## config.mk

```make
export PLATFORM = sky130hd
export DESIGN_NAME = ttxhp_top
export DESIGN_NICKNAME = d
export VERILOG_FILES = /design/src/ttxhp_pkg.sv /design/src/ttxhp_top.sv /design/src/ttxhp_settle.sv
export SDC_FILE = /design/constraint.sdc
export NUM_CORES = 1
export LEC_CHECK = 0
export BUFFER_PORTS_ARGS = -buffer_cell sky130_fd_sc_hd__buf_2
export CORE_MARGIN = 2
export CORE_UTILIZATION = 42
export CTS_CLUSTER_DIAMETER = 30
export DETAILED_ROUTE_END_ITERATION = 10
export PLACE_DENSITY = 0.79
export SYNTH_ARGS = -nofsm -noshare
export SYNTH_HDL_FRONTEND = slang
export SYNTH_SLANG_ARGS = --single-unit
```

## constraint.sdc

```tcl
create_clock -name clk -period 1.4 [get_ports clk]
set_input_delay 0.28 -clock clk [delete_from_list [all_inputs] [get_ports clk]]
set_output_delay 0.28 -clock clk [all_outputs]
set_load 0.02 [all_outputs]
```

## src/ttxhp_pkg.sv

```systemverilog
// Shared constants for the tone transceiver host port
package ttxhp_pkg;
    // Host style on the strobe pair
    localparam logic host_style_strobe = 1'b0;
    localparam logic host_style_split = 1'b1;
    // Register choose values
    localparam logic reg_sel_data = 1'b0;
    localparam logic reg_sel_status = 1'b1;
    // Alert line function
    localparam logic alert_mode_irq = 1'b0;
    localparam logic alert_mode_cp = 1'b1;
    // Status field positions
    localparam int stat_irq_bit = 0;
    localparam int stat_tx_done_bit = 1;
    localparam int stat_rx_full_bit = 2;
    localparam int stat_dsteer_bit = 3;
    // Nibble width and reset values
    localparam int nibble_w = 4;
    localparam logic [3:0] rx_code_reset = 4'h0;
    localparam logic [3:0] ctrl_reset = 4'h0;
    // Settling delay of the output latch before delayed steering
    localparam int settle_ns = 200;
    localparam int clk_period_ns = 40;
    localparam int settle_cycles = (settle_ns + clk_period_ns - 1)
        / clk_period_ns;
    localparam logic [3:0] settle_cnt_w = 4'(settle_cycles);
endpackage

```

## src/ttxhp_top.sv

```systemverilog
// Host port, steering logic and alert line of the tone transceiver
// Summary of operation
// Data lines float when chip select high or strobe inactive for style.
// Direction input is read/write select or active-low write strobe.
// Strobe is data strobe or read strobe; toggled only when accessing.
// Host qualifies chip select with its address strobe before use.
// Register choose level during access picks the addressed register.
// Interrupt mode pulls alert low after tone burst sent or received.
// Call progress mode drives alert with the squared input signal.
// Early valid-pair goes high once a valid tone pair is detected.
// Early valid-pair drops low on any loss of the tone pair.
// Validation node above threshold registers pair and updates latch.
// Validation node below threshold re-arms for a new tone pair.
// Guard drive depends on early valid-pair and validation node level.
// Registered pair's 4-bit code is latched into receive data register.
// Guard drive stays high while early valid-pair stays high.
// Delayed steering flag set after settling; alert low while it holds. Code pulls it low only with ctrl_reg[1] set and ctrl_reg[0] clear.
// Read data driven only during a qualified read access.
module ttxhp_top
    import ttxhp_pkg::*;
#(
    parameter int data_w = nibble_w
) (
    // Clock and reset
    input wire logic clk,
    input wire logic rst_n,
    // Host parallel port
    input wire logic chip_sel_n,
    input wire logic register_choose,
    input wire logic access_strobe,
    input wire logic rw_dir,
    input wire logic host_style,
    input wire logic [data_w-1:0] host_nibble_bus_in,
    output logic [data_w-1:0] host_nibble_bus_out,
    output logic host_nibble_bus_oe_n,
    // Detector and transmitter events
    input wire logic pair_detect,
    input wire logic [data_w-1:0] pair_code,
    input wire logic tx_burst_done,
    input wire logic cp_square_in,
    // Steering node, three-state style three signals
    input wire logic validation_node_in,
    output logic guard_drive_out,
    output logic guard_drive_oe_n,
    // Receiver and alert outputs
    output logic early_valid_pair,
    output logic host_alert_line_out,
    output logic host_alert_line_oe_n,
    // Visible state
    output logic [data_w-1:0] rx_code,
    output logic [data_w-1:0] ctrl_reg
);
    logic rd_access;
    logic wr_access;
    logic wr_access_d;
    logic latched;
    logic next_latched;
    logic dsteer;
    logic next_dsteer;
    logic tx_done;
    logic next_tx_done;
    logic [data_w-1:0] next_rx_code;
    logic [data_w-1:0] next_ctrl;
    logic [data_w-1:0] status;
    logic [data_w-1:0] next_bus_out;
    logic settle_go;
    logic settle_done;
    logic status_read;
    logic rd_access_d;

    // Qualified access decode; chip select is assumed pre-qualified
    always_comb begin
        if (host_style == host_style_strobe) begin
            rd_access = !chip_sel_n && access_strobe && rw_dir;
            wr_access = !chip_sel_n && access_strobe && !rw_dir;
        end else begin
            rd_access = !chip_sel_n && !access_strobe;
            wr_access = !chip_sel_n && !rw_dir;
        end
    end

    // Bus floats outside a read access
    assign host_nibble_bus_oe_n = !rd_access;

    // Early valid-pair follows detection with no hold
    assign early_valid_pair = pair_detect;

    // Guard drive high while latched and pair present, else low
    assign guard_drive_out = latched && pair_detect;
    // Drive high while registered, low after loss to discharge the node;
    // released while the time constant is still charging
    assign guard_drive_oe_n = !((latched && pair_detect)
        || (!pair_detect && validation_node_in));

    assign status = {dsteer, rx_code != rx_code_reset, tx_done,
        dsteer || tx_done};
    assign settle_go = validation_node_in && !latched;
    assign status_read = rd_access_d && !rd_access
        && register_choose == reg_sel_status;

    ttxhp_settle u_settle (
        .clk(clk),
        .rst_n(rst_n),
        .start(settle_go),
        .done(settle_done)
    );

    // Steering, latch and flags; hardware set wins over the read clear
    always_comb begin
        next_latched = latched;
        next_rx_code = rx_code;
        next_dsteer = dsteer;
        next_tx_done = tx_done;
        next_ctrl = ctrl_reg;
        next_bus_out = host_nibble_bus_out;
        if (validation_node_in && !latched) begin
            next_latched = 1'b1;
            next_rx_code = pair_code;
        end else if (!validation_node_in) begin
            next_latched = 1'b0;
        end
        if (status_read) begin
            next_dsteer = 1'b0;
            next_tx_done = 1'b0;
        end
        if (settle_done) begin
            next_dsteer = 1'b1;
        end
        if (tx_burst_done) begin
            next_tx_done = 1'b1;
        end
        // Write on the trailing edge of the write strobe
        if (wr_access_d && !wr_access
            && register_choose == reg_sel_status) begin
            next_ctrl = host_nibble_bus_in;
        end
        if (rd_access) begin
            next_bus_out = (register_choose == reg_sel_data)
                ? rx_code : status;
        end
    end

    always_ff @(posedge clk) begin
        if (!rst_n) begin
            latched <= 1'b0;
            rx_code <= rx_code_reset;
            dsteer <= 1'b0;
            tx_done <= 1'b0;
            ctrl_reg <= ctrl_reset;
            host_nibble_bus_out <= 4'h0;
            wr_access_d <= 1'b0;
            rd_access_d <= 1'b0;
        end else begin
            latched <= next_latched;
            rx_code <= next_rx_code;
            dsteer <= next_dsteer;
            tx_done <= next_tx_done;
            ctrl_reg <= next_ctrl;
            host_nibble_bus_out <= next_bus_out;
            wr_access_d <= wr_access;
            rd_access_d <= rd_access;
        end
    end

    // Alert line: open drain, so only a low is ever driven
    assign host_alert_line_out = 1'b0;
    always_comb begin
        if (ctrl_reg[0] == alert_mode_cp) begin
            host_alert_line_oe_n = cp_square_in;
        end else if (ctrl_reg[1]) begin
            host_alert_line_oe_n = !(dsteer || tx_done);
        end else begin
            host_alert_line_oe_n = 1'b1;
        end
    end
endmodule

```

## src/ttxhp_settle.sv

```systemverilog
// Settling delay counter for the delayed steering flag
module ttxhp_settle
    import ttxhp_pkg::*;
(
    // Clock and reset
    input wire logic clk,
    input wire logic rst_n,
    // Start pulse and completion pulse
    input wire logic start,
    output logic done
);
    logic [3:0] count;
    logic [3:0] next_count;
    logic next_done;

    // Count down from the settle figure after each registration
    always_comb begin
        next_count = count;
        next_done = 1'b0;
        if (start) begin
            next_count = settle_cnt_w;
        end else if (count != 4'h0) begin
            next_count = count - 4'h1;
            next_done = (count == 4'h1);
        end
    end

    always_ff @(posedge clk) begin
        if (!rst_n) begin
            count <= 4'h0;
            done <= 1'b0;
        end else begin
            count <= next_count;
            done <= next_done;
        end
    end
endmodule

```

# ---- After elaboration in Yosys (flattened, before gate mapping)
# Index checks and enable logic that the tools add are counted.
dict set report totals {
  regBits 22
  latchBits 0
  mem_bits_rw 0
  mem_bits_ro 0
  input_bits 19
  out_inout_bits 18
  elab_cells 58
  n_memories 0
}
dict set report classes {
  n_addsub 1
  n_mul 0
  div 0
  magnitude_cmp 0
  n_eq_ne 2
  n_shift 0
  n_mux 12
  bitwise 2
  n_reduce_logical 30
}
# op count
set op_table {}
lappend op_table {{$logic_and 1x1->1} 12}
lappend op_table {{$logic_not 1->1} 9}
lappend op_table {{$mux 1} 9}
lappend op_table {{$reduce_bool 4->1} 2}
lappend op_table {{$mux 3} 2}
lappend op_table {{$reduce_bool 2->1} 3}
lappend op_table {{$eq 4x1->1 const B} 1}
lappend op_table {{$mux 4} 1}
lappend op_table {{$sub 4x1->4 const B} 1}
lappend op_table {{$reduce_or 3->1} 1}
lappend op_table {{$logic_or 1x1->1} 2}
lappend op_table {{$ne 2x1->1 const B} 1}
lappend op_table {{$not 1->1} 2}
lappend op_table {{$reduce_or 2->1} 1}

# ---- Logic depth before layout (Yosys ltp)
# Gate-level depths: netlist of the first run.
dict set report logic_depth {
  word_depth 9
  mapped_depth 6
  depth_no_buf 6
}

# ---- Cells and area by module
# Synthesis of the first run repeated with hierarchy kept, for this count alone.
dict set report hier_totals {
  hier_cells 103
  area_unflattened_um2 993.5
}
# mod instances cells_per_inst area_per_inst_um2
set modules_own_cells {}
lappend modules_own_cells {ttxhp_top 1 78 744.5}
lappend modules_own_cells {ttxhp_settle 1 25 249.0}

# ---- Worst setup path before layout of the first run
# No wires, ideal clock.
dict set report synth_timing {
  path_type {register to register}
  from {reg u_settle.count[0]}
  to {reg u_settle.count[0]}
  setup_time_ns 0.128
  arrival_time_ns 1.296
  required_time_ns 1.272
  setup_slack_ns -0.024
  stages_incl_launch_ff 7
  synth_period_minus_slack_ns 1.424
  path_cell_list {dfxtp_1 -> inv_1 -> ha_1 -> or3b_2 -> xnor2_1 -> nor2_1 -> nor2_1}
}
dict set report synth_via {
  elab_chain_cells 3
}
# element line_no
set synth_rtl {}
lappend synth_rtl {{from (decl)} ttxhp_settle.sv:12} ;# logic [3:0] count;
lappend synth_rtl {{from (signal assigned)} ttxhp_settle.sv:33} ;# count <= next_count;
lappend synth_rtl {{$sub 4x1->4} ttxhp_settle.sv:23} ;# next_count = count - 4'h1;
lappend synth_rtl {{$mux 3} ttxhp_settle.sv:22} ;# end else if (count != 4'h0) begin
lappend synth_rtl {{$mux 3} ttxhp_settle.sv:20} ;# if (start) begin
# Parallel ways exist; a longest one is shown, timed or not. The select of a mux whose other input is x is not followed.
# A chain may end at the register's enable or synchronous reset.

# ---- Worst setup path in the final report of the first run
dict set report layout_timing {
  from {reg dsteer}
  to {out host_alert_line_oe_n}
}
dict set report layout_via {
  elab_chain_cells 4
}
# element line_no
set layout_rtl {}
lappend layout_rtl {{from (decl)} ttxhp_top.sv:58} ;# logic dsteer;
lappend layout_rtl {{from (signal assigned)} ttxhp_top.sv:156} ;# dsteer <= next_dsteer;
lappend layout_rtl {{$logic_or 1x1->1} ttxhp_top.sv:171} ;# host_alert_line_oe_n = !(dsteer || tx_done);
lappend layout_rtl {{$logic_not 1->1} ttxhp_top.sv:171}
lappend layout_rtl {{$mux 1} ttxhp_top.sv:170} ;# end else if (ctrl_reg[1]) begin
lappend layout_rtl {{$mux 1} ttxhp_top.sv:168} ;# if (ctrl_reg[0] == alert_mode_cp) begin
lappend layout_rtl {{to (decl)} ttxhp_top.sv:48} ;# output logic host_alert_line_oe_n,
# No other way between the ends.

==> metrics.txt, run 1 <==
# TYPE chip_impl_metric gauge
chip_impl_metric{name="finalHoldWorstSlack",unit="ns"} 0.168
chip_impl_metric{name="multiInputGateArea",unit="µm²"} 500
chip_impl_metric{name="synth_seq_cells",unit=""} 22
chip_impl_metric{name="hold_viol",unit=""} 0
chip_impl_metric{name="die_area",unit="µm²"} 2760
chip_impl_metric{name="netlist.area_leader.share",unit="%"} 44.4
chip_impl_metric{name="power_density",unit="nW/µm²"} 1120
chip_impl_metric{name="finalCriticalPeriod",unit="ns"} 1.41
chip_impl_metric{name="synth_enable_flop_cells",unit=""} 0
chip_impl_metric{name="leakagePower",unit="nW"} 0.628
chip_impl_metric{name="grt.total_usage",unit="%"} 18.4
chip_impl_info{name="setup.worst_path.class",value="reg2out"} 1
chip_impl_metric{name="initial_utilization",unit="%"} 44.8
chip_impl_info{name="worstSetupStartpointType",value="flip-flop"} 1
chip_impl_metric{name="dieWidth",unit="µm"} 52.6
chip_impl_metric{name="totalWireLength",unit="µm"} 2310
chip_impl_metric{name="cts.reportedPaths.clkPinSlew",unit="ns"} 0.12
chip_impl_metric{name="drt_pass1_iterations",unit=""} 4
chip_impl_info{name="tritoncts_clock_tree",value="done"} 1
chip_impl_info{name="rsz0062_at_grt",value="yes"} 1
chip_impl_metric{name="clock_sink_count",unit=""} 22
chip_impl_metric{name="final-instance-count-excl-fill",unit=""} 174
chip_impl_metric{name="worst-endpoint-required",unit="ns"} 1.12
chip_impl_metric{name="place_hpwl",unit="µm"} 1740
chip_impl_metric{name="avgViaCountPerCell",unit=""} 5.06
chip_impl_metric{name="first_pass_grt_wire_length",unit="µm"} 3730
chip_impl_metric{name="grt_max_degree",unit=""} 16
chip_impl_metric{name="boundaryPins",unit=""} 37
chip_impl_metric{name="clk-insertion-delay-late",unit="ns"} 0.30
chip_impl_info{name="post_synth_main_area_contributors",value="dfxtp_1, mux2i_1, nor2_1"} 1
chip_impl_metric{name="core_area",unit="µm²"} 2210
chip_impl_metric{name="layout-drive-gt1-share",unit="%"} 43.8
chip_impl_metric{name="synth.yosys.warnings",unit=""} 0
chip_impl_metric{name="num-fill-cells",unit=""} 205
chip_impl_metric{name="die_h",unit="µm"} 52.6
chip_impl_info{name="clock_tree.root_cell",value="clkbuf_4"} 1
chip_impl_metric{name="antennaDiodeCount",unit=""} 0
chip_impl_metric{name="post_synth_inst_count",unit=""} 104
chip_impl_metric{name="synth-async-reset-ratio",unit="%"} 0
chip_impl_info{name="holdCritPathClass",value="in2reg"} 1
chip_impl_metric{name="layout_worst_path_cycle_share",unit="%"} 100
chip_impl_metric{name="post-place-cells",unit=""} 166
chip_impl_metric{name="grt_pass1_vias",unit=""} 854
chip_impl_info{name="critPathCaptureType",value="primary output"} 1
chip_impl_metric{name="tns",unit="ns"} -0.00684
chip_impl_metric{name="ir_drop",unit="mV"} 0.803
chip_impl_metric{name="drc",unit=""} 0
chip_impl_metric{name="global_route.overflow_total",unit=""} 0
chip_impl_metric{name="design.final.nets",unit=""} 169
chip_impl_metric{name="maxCapViolCount",unit=""} 0
chip_impl_metric{name="antenna_found_initial",unit=""} 0
chip_impl_metric{name="fmax",unit="MHz"} 711
chip_impl_metric{name="drt_first_iter_violations",unit=""} 26
chip_impl_metric{name="route.detailed.wl_per_inst",unit="µm"} 13.3
chip_impl_metric{name="htree_levels",unit=""} 1
chip_impl_metric{name="seq_area",unit="µm²"} 448
chip_impl_metric{name="critPathArrivalTime",unit="ns"} 1.13
chip_impl_metric{name="flow.area_growth_from_synthesis",unit="%"} 31.6
chip_impl_metric{name="cts-buffers-inserted",unit=""} 3
chip_impl_metric{name="max-clock-path-buffers",unit=""} 2
chip_impl_metric{name="place.gp.congestion",unit=""} 0.740
chip_impl_info{name="violated_checks",value="setup timing"} 1
chip_impl_info{name="postSynth.topFlopCell",value="dfxtp_1"} 1
chip_impl_metric{name="post-route-util",unit="%"} 58.9
chip_impl_metric{name="post_synthesis_sequential_area_ratio",unit="%"} 44.4
chip_impl_metric{name="critPathMaxFanout",unit=""} 2
chip_impl_metric{name="cts_hold_repair.buffers",unit=""} 0
chip_impl_metric{name="setup_violations",unit=""} 1
chip_impl_metric{name="finalWorstSetupSlack",unit="ns"} -0.00684
chip_impl_metric{name="power.total",unit="mW"} 1.47
chip_impl_info{name="run_status",value="complete, but fails checks"} 1
chip_impl_metric{name="ant_nets",unit=""} 0
chip_impl_info{name="synth_top_cell_by_area",value="dfxtp_1"} 1
chip_impl_metric{name="syn-mean-instance-area",unit="µm²"} 9.53
chip_impl_metric{name="synth_nets",unit=""} 126
chip_impl_metric{name="io_buffer_count",unit=""} 35
chip_impl_metric{name="route.vias.total",unit=""} 880
chip_impl_metric{name="pins_over_slew_limit",unit=""} 0
chip_impl_metric{name="finClkSkew",unit="ns"} 0.00220
chip_impl_metric{name="netlist-cell-type-count",unit=""} 31
chip_impl_metric{name="synth_area",unit="µm²"} 991
chip_impl_metric{name="placementRows",unit=""} 17
==> worst max-delay path, cell delays in order (launching register included) <==
cell and delay [ns]:
dfxtp_2 0.36, o21ai_2 0.06, mux2_4 0.27, buf_6 0.13
==> cell families after synthesis <==
logic type	after synthesis	share of synthesized area [%]
xor gates and xnor gates	1	0.884
and+or+nand+nor	34	19.4
muxes	14	14.3
DFF	22	44.4
other	1	0.378
buffers and inverters	13	6.57
adders and majority gates	3	3.79
AOI/OAI and AO/OA	16	10.2
==> metal layers <==
layer / part of all wire, % / GRT usage, % / up-vias / wire length, µm
li1: - / - / 431 / -
met1: 43 / 21.9 / 418 / 986
met2: 52 / 31.3 / 27 / 1200
met3: 4.3 / 3.14 / 4 / 100
met4: 1.3 / 9.40 / 0 / 29
met5: 0 / 0 / - / 0
==> layout make-up <==
class,instances,share of cell area (%)
Timing Repair Buffer,44,19.8
Sequential cell,22,34.4
Inverter,7,2.02
Multi-Input combinational cell,69,38.4
Clock buffer,4,2.78
Tap cell,28,2.69
==> power by group <==
group	total (mW)	internal, mW	leakage (nW)	switching, mW
clock	0.348	0.159	0.0210	0.189
combinational	0.396	0.204	0.424	0.191
sequential	0.722	0.678	0.182	0.0443
==> path summary, 6_finish.rpt <==
check                                  startpoint                    to  slack, ns  cells after the start
worst max-delay path                       dsteer  host_alert_line_oe_n     -0.007                      3
worst min-delay path                       rw_dir           wr_access_d       0.17                      2
worst max register to register  u_settle.count[0]     u_settle.count[0]       0.01                      6
worst min register to register        rd_access_d               tx_done       0.48                      1
==> synth_stat cells (all sizes together) (2+ instances only) <==
master and n:
nor2b 2, buf 4, clkbuf 2, inv 7
nor2 20, and2 3, a41oi 2, mux2i 13
nor3 3, dfxtp 22, a21oi 6, ha 3
o21ai 4, or3b 2
==> metrics by stage <==
| step | instance area, µm² | setup slack [ns] |
|---|---|---|
| 4_1_cts | 1270 | -0.0182 |
| 3_5_place_dp | 1200 | -0.0515 |
| 5_1_grt | 1300 | -0.0674 |
| 2_1_floorplan | 993 | 0.0735 |
| 3_3_place_gp | 1200 | -0.0298 |
| 6_report | 1300 | -0.00684 |
==> cells in the final DEF, fill, tap and decap left out, drive strengths merged <==
cell type	n
o311a	1
nor3	3
ha	3
a21oi	6
xnor2	1
nor4bb	1
nor4	1
o21a	1
or3b	2
a41oi	2
clkbuf	4
nor2b	2
mux2i	13
buf	44
conb	1
nand2b	1
a211oi	1
o31a	1
nor2	20
mux2	1
and2	3
inv	7
o21ai	4
dfxtp	22
nand4bb	1
==> timing repair <==
item,CTS,global route
buffers inserted,3,1
pin swaps,0,3
endpoints found under the setup margin,2,4
gates resized for setup,8,9
(Power assumes the default switching activity.)
==> run 2: changes to the inputs <==
--- a/config.mk
+++ b/config.mk
@@ -6,6 +6,7 @@
 export NUM_CORES = 1
 export LEC_CHECK = 0
 export BUFFER_PORTS_ARGS = -buffer_cell sky130_fd_sc_hd__buf_2
+export CORE_ASPECT_RATIO = 0.7
 export CORE_MARGIN = 2
 export CORE_UTILIZATION = 42
 export CTS_CLUSTER_DIAMETER = 30
==> metrics.txt, run 2 (synthesis results as in run 1) <==
# TYPE chip_impl_metric gauge
chip_impl_info{name="run_status",value="complete, but fails checks"} 1
chip_impl_info{name="violated_checks",value="setup timing"} 1
chip_impl_metric{name="tns",unit="ns"} -0.00476
chip_impl_metric{name="critPathArrivalTime",unit="ns"} 1.12
chip_impl_metric{name="clock_sink_count",unit=""} 22
chip_impl_metric{name="io_buffer_count",unit=""} 35
chip_impl_metric{name="critPathMaxFanout",unit=""} 4
chip_impl_metric{name="maxCapViolCount",unit=""} 0
chip_impl_metric{name="route.vias.total",unit=""} 903
chip_impl_metric{name="ir_drop",unit="mV"} 0.607
chip_impl_metric{name="totalWireLength",unit="µm"} 2360
chip_impl_metric{name="cts_hold_repair.buffers",unit=""} 0
chip_impl_metric{name="antennaDiodeCount",unit=""} 0
chip_impl_metric{name="wl_met1",unit="µm"} 1080
chip_impl_metric{name="reg2reg_slack",unit="ns"} 0.06
chip_impl_info{name="layout.cells.most_common",value="buf_2"} 1
chip_impl_info{name="holdCritPathClass",value="in2reg"} 1
chip_impl_metric{name="drt_pass1_iterations",unit=""} 4
chip_impl_metric{name="antenna_found_initial",unit=""} 0
chip_impl_info{name="tritoncts_clock_tree",value="done"} 1
chip_impl_info{name="highest_layer",value="met4"} 1
chip_impl_metric{name="r2r.worst_path.cells",unit=""} 6
chip_impl_metric{name="num-fill-cells",unit=""} 209
chip_impl_metric{name="routed-wl-met2",unit="µm"} 1110
chip_impl_metric{name="core_area",unit="µm²"} 2190
chip_impl_metric{name="flow.area_growth_from_synthesis",unit="%"} 34.7
chip_impl_metric{name="die_h",unit="µm"} 44.6
chip_impl_metric{name="ant_nets",unit=""} 0
chip_impl_metric{name="placementRows",unit=""} 14
chip_impl_metric{name="grt.total_usage",unit="%"} 17.7
chip_impl_metric{name="clk-insertion-delay-late",unit="ns"} 0.30
chip_impl_metric{name="initial_utilization",unit="%"} 45.3
chip_impl_info{name="worstSetupStartpointType",value="flip-flop"} 1
chip_impl_metric{name="global_route.overflow_total",unit=""} 0
chip_impl_metric{name="boundaryPins",unit=""} 37
chip_impl_metric{name="drc",unit=""} 0
chip_impl_metric{name="finalWorstSetupSlack",unit="ns"} -0.00476
chip_impl_metric{name="post-route-util",unit="%"} 61.0
chip_impl_info{name="setup.worst_path.class",value="reg2out"} 1
chip_impl_metric{name="post-place-cells",unit=""} 171
chip_impl_metric{name="place.gp.congestion",unit=""} 0.788
chip_impl_info{name="rsz0062_at_grt",value="yes"} 1
chip_impl_metric{name="drt_first_iter_violations",unit=""} 39
chip_impl_metric{name="design.final.nets",unit=""} 170
chip_impl_metric{name="finClkSkew",unit="ns"} 0.00274
chip_impl_metric{name="grt_pass1_vias",unit=""} 793
chip_impl_metric{name="leakagePower",unit="nW"} 0.634
chip_impl_metric{name="die_area",unit="µm²"} 2770
chip_impl_metric{name="place_hpwl",unit="µm"} 1680
chip_impl_metric{name="worst-endpoint-required",unit="ns"} 1.12
chip_impl_metric{name="htree_levels",unit=""} 1
chip_impl_metric{name="avgViaCountPerCell",unit=""} 5.07
chip_impl_metric{name="cts.reportedPaths.clkPinSlew",unit="ns"} 0.11
chip_impl_metric{name="holdPathStages",unit=""} 2
chip_impl_metric{name="max-clock-path-buffers",unit=""} 2
chip_impl_metric{name="setup_violations",unit=""} 1
chip_impl_metric{name="grt_max_degree",unit=""} 16
chip_impl_info{name="critPathCaptureType",value="primary output"} 1
chip_impl_metric{name="routed-wl-met3",unit="µm"} 166
chip_impl_metric{name="final-instance-count-excl-fill",unit=""} 178
chip_impl_metric{name="fmax",unit="MHz"} 712
chip_impl_metric{name="route.detailed.wl_per_inst",unit="µm"} 13.3
chip_impl_metric{name="hold_viol",unit=""} 0
chip_impl_metric{name="layout-drive-gt1-share",unit="%"} 45.9
chip_impl_metric{name="cts-buffers-inserted",unit=""} 3
chip_impl_metric{name="layout_worst_path_cycle_share",unit="%"} 100
chip_impl_metric{name="pins_over_slew_limit",unit=""} 0
chip_impl_metric{name="finalCriticalPeriod",unit="ns"} 1.40
chip_impl_info{name="most-common-layout-cells",value="buf_2, nor2_1, dfxtp_1"} 1
chip_impl_info{name="clock_tree.root_cell",value="clkbuf_4"} 1
chip_impl_metric{name="first_pass_grt_wire_length",unit="µm"} 3610
chip_impl_metric{name="dieWidth",unit="µm"} 62.1
chip_impl_metric{name="power_density",unit="nW/µm²"} 1070
chip_impl_metric{name="power.total",unit="mW"} 1.43
run 2: where the power goes:
group / total [mW] / internal (mW) / switching, mW / leakage (nW)
sequential: 0.721 / 0.677 / 0.0438 / 0.183
clock: 0.276 / 0.100 / 0.176 / 0.0138
combinational: 0.432 / 0.227 / 0.205 / 0.438
run 2: worst paths after layout:
path,start,to
min,validation_node_in,latched
max reg2reg,u_settle.count[1],u_settle.count[0]
min reg2reg,rd_access_d,tx_done
max,tx_done,host_alert_line_oe_n
run 2: worst max-delay path: stages, from the launching register on:
cell     delay [ns]
dfxtp_4        0.38
o21ai_2        0.05
mux2_4         0.27
buf_6          0.13
run 2: timing repair:
action	CTS	global route
setup buffers	2	2
gates resized for setup	10	11
setup endpoints to repair	3	5
pin swaps	0	2
run 2: through the flow:
stage / cell area, µm² / setup WS, ns / hold slack [ns]
floorplan: 993 / 0.0735 / 0.358
global placement: 1210 / 0.000524 / 0.461
detailed placement: 1210 / -0.0226 / 0.477
CTS: 1270 / -0.0195 / 0.158
global route: 1340 / -0.0620 / 0.193
finish: 1340 / -0.00476 / 0.202
run 2: layout make-up:
| type | instances | area (µm²) | area share, % |
|---|---|---|---|
| Inverter | 7 | 26.3 | 1.97 |
| Timing Repair Buffer | 45 | 262 | 19.6 |
| Tap cell | 32 | 40.0 | 3.00 |
| Clock buffer | 3 | 22.5 | 1.69 |
| Multi-Input combinational cell | 69 | 534 | 40.0 |
| Sequential cell | 22 | 450 | 33.7 |
run 2: metal layers:
layer | vias up | track usage, %
met4 | 0 | 4.68
li1 | 439 | -
met3 | 2 | 5.56
met1 | 428 | 24.2
met5 | - | 0
met2 | 34 | 26.9
==> run 3: changes to the inputs <==
--- a/config.mk
+++ b/config.mk
@@ -6,9 +6,11 @@
 export NUM_CORES = 1
 export LEC_CHECK = 0
 export BUFFER_PORTS_ARGS = -buffer_cell sky130_fd_sc_hd__buf_2
+export CELL_PAD_IN_SITES_DETAIL_PLACEMENT = 0
+export CELL_PAD_IN_SITES_GLOBAL_PLACEMENT = 1
 export CORE_ASPECT_RATIO = 0.7
 export CORE_MARGIN = 2
-export CORE_UTILIZATION = 42
+export CORE_UTILIZATION = 31
 export CTS_CLUSTER_DIAMETER = 30
 export DETAILED_ROUTE_END_ITERATION = 10
 export PLACE_DENSITY = 0.79
==> metrics.txt, run 3 (synthesis results as in run 1) <==
# TYPE chip_impl_metric gauge
chip_impl_metric{name="ant_nets",unit=""} 0
chip_impl_metric{name="grt_max_degree",unit=""} 16
chip_impl_info{name="crit_slowest_cell",value="or3b_4"} 1
chip_impl_metric{name="total_switching_power",unit="µW"} 435
chip_impl_info{name="min_from",value="rw_dir"} 1
chip_impl_metric{name="totalWireLength",unit="µm"} 2330
chip_impl_info{name="holdCritPathClass",value="in2reg"} 1
chip_impl_metric{name="clk-insertion-delay-late",unit="ns"} 0.26
chip_impl_info{name="tritoncts_clock_tree",value="done"} 1
chip_impl_metric{name="antennaDiodeCount",unit=""} 0
chip_impl_info{name="rr_startpoint",value="u_settle.count[0]"} 1
chip_impl_metric{name="finalHoldWorstSlack",unit="ns"} 0.205
chip_impl_info{name="worstSetupStartpointType",value="input port"} 1
chip_impl_metric{name="slew_headroom",unit="%"} 64.8
chip_impl_info{name="crit_top_cell",value="buf_2"} 1
chip_impl_metric{name="dieWidth",unit="µm"} 71.6
chip_impl_metric{name="place.gp.congestion",unit=""} 0.792
chip_impl_info{name="clock_tree.root_cell",value="clkbuf_8"} 1
chip_impl_info{name="most-common-layout-cells",value="buf_2, nor2_1, dfxtp_1"} 1
chip_impl_metric{name="critPathMaxFanout",unit=""} 2
chip_impl_metric{name="grt_use_met3",unit="%"} 5.52
chip_impl_metric{name="setup_violations",unit=""} 0
chip_impl_info{name="setup.worst_path.class",value="in2out"} 1
chip_impl_metric{name="max-clock-path-buffers",unit=""} 2
chip_impl_metric{name="boundaryPins",unit=""} 37
chip_impl_info{name="rsz0062_at_grt",value="yes"} 1
chip_impl_metric{name="cellInternalPower",unit="mW"} 1.14
chip_impl_metric{name="global_route.usage.met2",unit="%"} 21.6
chip_impl_info{name="layout.cells.most_common",value="buf_2"} 1
chip_impl_metric{name="fmax",unit="MHz"} 728
chip_impl_metric{name="htree_levels",unit=""} 1
chip_impl_metric{name="drt_pass1_iterations",unit=""} 4
chip_impl_metric{name="power_density",unit="nW/µm²"} 1170
chip_impl_metric{name="initial_utilization",unit="%"} 31.9
chip_impl_metric{name="leakagePower",unit="nW"} 0.637
chip_impl_metric{name="post-place-cells",unit=""} 177
chip_impl_metric{name="first_pass_grt_wire_length",unit="µm"} 3640
chip_impl_metric{name="die_h",unit="µm"} 51.3
chip_impl_metric{name="io_buffer_count",unit=""} 35
chip_impl_metric{name="layout_worst_path_cycle_share",unit="%"} 98.1
chip_impl_metric{name="cp.buffers_inverters",unit=""} 2
chip_impl_info{name="gr-max-usage-layer",value="met2"} 1
chip_impl_metric{name="antenna_found_initial",unit=""} 0
chip_impl_metric{name="die_area",unit="µm²"} 3670
chip_impl_metric{name="cts-buffers-inserted",unit=""} 3
chip_impl_metric{name="gr-usage-met1",unit="%"} 15.7
chip_impl_metric{name="design.final.nets",unit=""} 170
chip_impl_metric{name="r2r.worst_path.cells",unit=""} 6
chip_impl_metric{name="flow.area_growth_from_synthesis",unit="%"} 35.7
chip_impl_metric{name="dpl_cell_area",unit="µm²"} 1220
chip_impl_metric{name="cts_hold_repair.buffers",unit=""} 0
chip_impl_metric{name="drc",unit=""} 0
chip_impl_metric{name="stdcell_area",unit="µm²"} 1350
chip_impl_metric{name="worst-endpoint-required",unit="ns"} 1.12
chip_impl_metric{name="layout-drive-gt1-share",unit="%"} 43.5
chip_impl_metric{name="drt_first_iter_violations",unit=""} 42
chip_impl_metric{name="pins_over_slew_limit",unit=""} 0
chip_impl_metric{name="power.share.sequential",unit="%"} 45.9
chip_impl_metric{name="grt.total_usage",unit="%"} 13.5
chip_impl_metric{name="route.detailed.wl_per_inst",unit="µm"} 12.6
chip_impl_info{name="critical_path.cell_chain",value="buf_2 > or3b_4 > and2_4 > buf_2"} 1
chip_impl_metric{name="finalCriticalPeriod",unit="ns"} 1.37
chip_impl_info{name="min_to",value="wr_access_d"} 1
chip_impl_metric{name="hold_viol",unit=""} 0
chip_impl_metric{name="finClkSkew",unit="ns"} 0.000886
chip_impl_info{name="critPathCaptureType",value="primary output"} 1
chip_impl_metric{name="critical_path.max_stage_delay",unit="ns"} 0.39
chip_impl_metric{name="route.vias.total",unit=""} 869
chip_impl_metric{name="final-instance-count-excl-fill",unit=""} 185
chip_impl_info{name="run_status",value="complete, no violations"} 1
chip_impl_metric{name="holdPathStages",unit=""} 2
chip_impl_metric{name="clock_sink_count",unit=""} 22
chip_impl_metric{name="maxCapViolCount",unit=""} 0
chip_impl_metric{name="ir_drop",unit="mV"} 0.438
chip_impl_metric{name="core_area",unit="µm²"} 3110
chip_impl_info{name="crit_start",value="chip_sel_n"} 1
chip_impl_metric{name="avgViaCountPerCell",unit=""} 4.70
chip_impl_metric{name="placementRows",unit=""} 17
chip_impl_metric{name="share_of_total_power_in_combinational_logic",unit="%"} 25.5
chip_impl_metric{name="cts.reportedPaths.clkPinSlew",unit="ns"} 0.07
chip_impl_metric{name="clock_power_share",unit="%"} 28.6
chip_impl_metric{name="power_switching_share",unit="%"} 27.7
chip_impl_metric{name="global_route.overflow_total",unit=""} 0
chip_impl_info{name="timing.rr.end",value="u_settle.count[0]"} 1
chip_impl_metric{name="critPathArrivalTime",unit="ns"} 1.09
chip_impl_metric{name="place_hpwl",unit="µm"} 1740
chip_impl_metric{name="grt_pass1_vias",unit=""} 799
chip_impl_metric{name="reg2reg_slack",unit="ns"} 0.05
chip_impl_info{name="critical_path.top_delay_family",value="simple AND/OR/NAND/NOR gates"} 1
chip_impl_metric{name="worst_slew_pin_slew",unit="ns"} 0.528
[run 3: stage by stage]
stage / utilization (%) / setup WS, ns / TNS, ns / power (mW)
CTS: 41.8 / -0.0200 / -0.0200 / 1.55
global route: 43.3 / -0.0189 / -0.0306 / 1.69
detailed placement: 39.4 / -0.0287 / -0.0287 / 1.08
floorplan: - / 0.0735 / 0 / 0.970
finish: 43.3 / 0.0261 / 0 / 1.57
global placement: 39.4 / -0.0113 / -0.0113 / 1.06
[run 3: timing repair]
action	CTS	global route
endpoints found under the setup margin	3	4
cloned	0	0
setup buffers	2	2
pin swaps	0	1
resized for setup	4	11
[run 3: metal layers]
layer	vias up	share of wire, %
met4	0	2.7
met2	24	47
met1	400	43
met3	6	6.4
met5	-	0
li1	439	-
[run 3: layout make-up]
type	instances	area, µm²
clock buffer	4	55.1
inverter	7	26.3
tap	38	47.5
fill	299	1760
timing repair buffer	45	256
multi-input combinational	69	510
sequential	22	449
[run 3: worst reg2reg max path, cell delays in order (launching register included)]
cell and delay [ns]:
dfxtp_2 0.33, inv_1 0.10, ha_4 0.15, or3b_4 0.39, xnor2_1 0.13, nor2_1 0.08
nor2_1 0.04
[run 3: power groups by stage]
| stage | registers [mW] | logic (mW) | clock network, mW |
|---|---|---|---|
| 2_1_floorplan | 0.735 | 0.234 | 0 |
| 3_3_place_gp | 0.729 | 0.332 | 0 |
| 3_5_place_dp | 0.731 | 0.349 | 0 |
| 4_1_cts | 0.718 | 0.359 | 0.473 |
| 5_1_grt | 0.727 | 0.446 | 0.513 |
| 6_report | 0.721 | 0.401 | 0.449 |
[run 3: worst max-delay path by stage]
stage / end / depth (start not counted)
2_1_floorplan: u_settle.count[0] / 6
4_1_cts: host_alert_line_oe_n / 3
3_5_place_dp: host_nibble_bus_oe_n / 4
6_report: host_nibble_bus_oe_n / 4
5_1_grt: host_alert_line_oe_n / 3
3_3_place_gp: host_nibble_bus_oe_n / 4
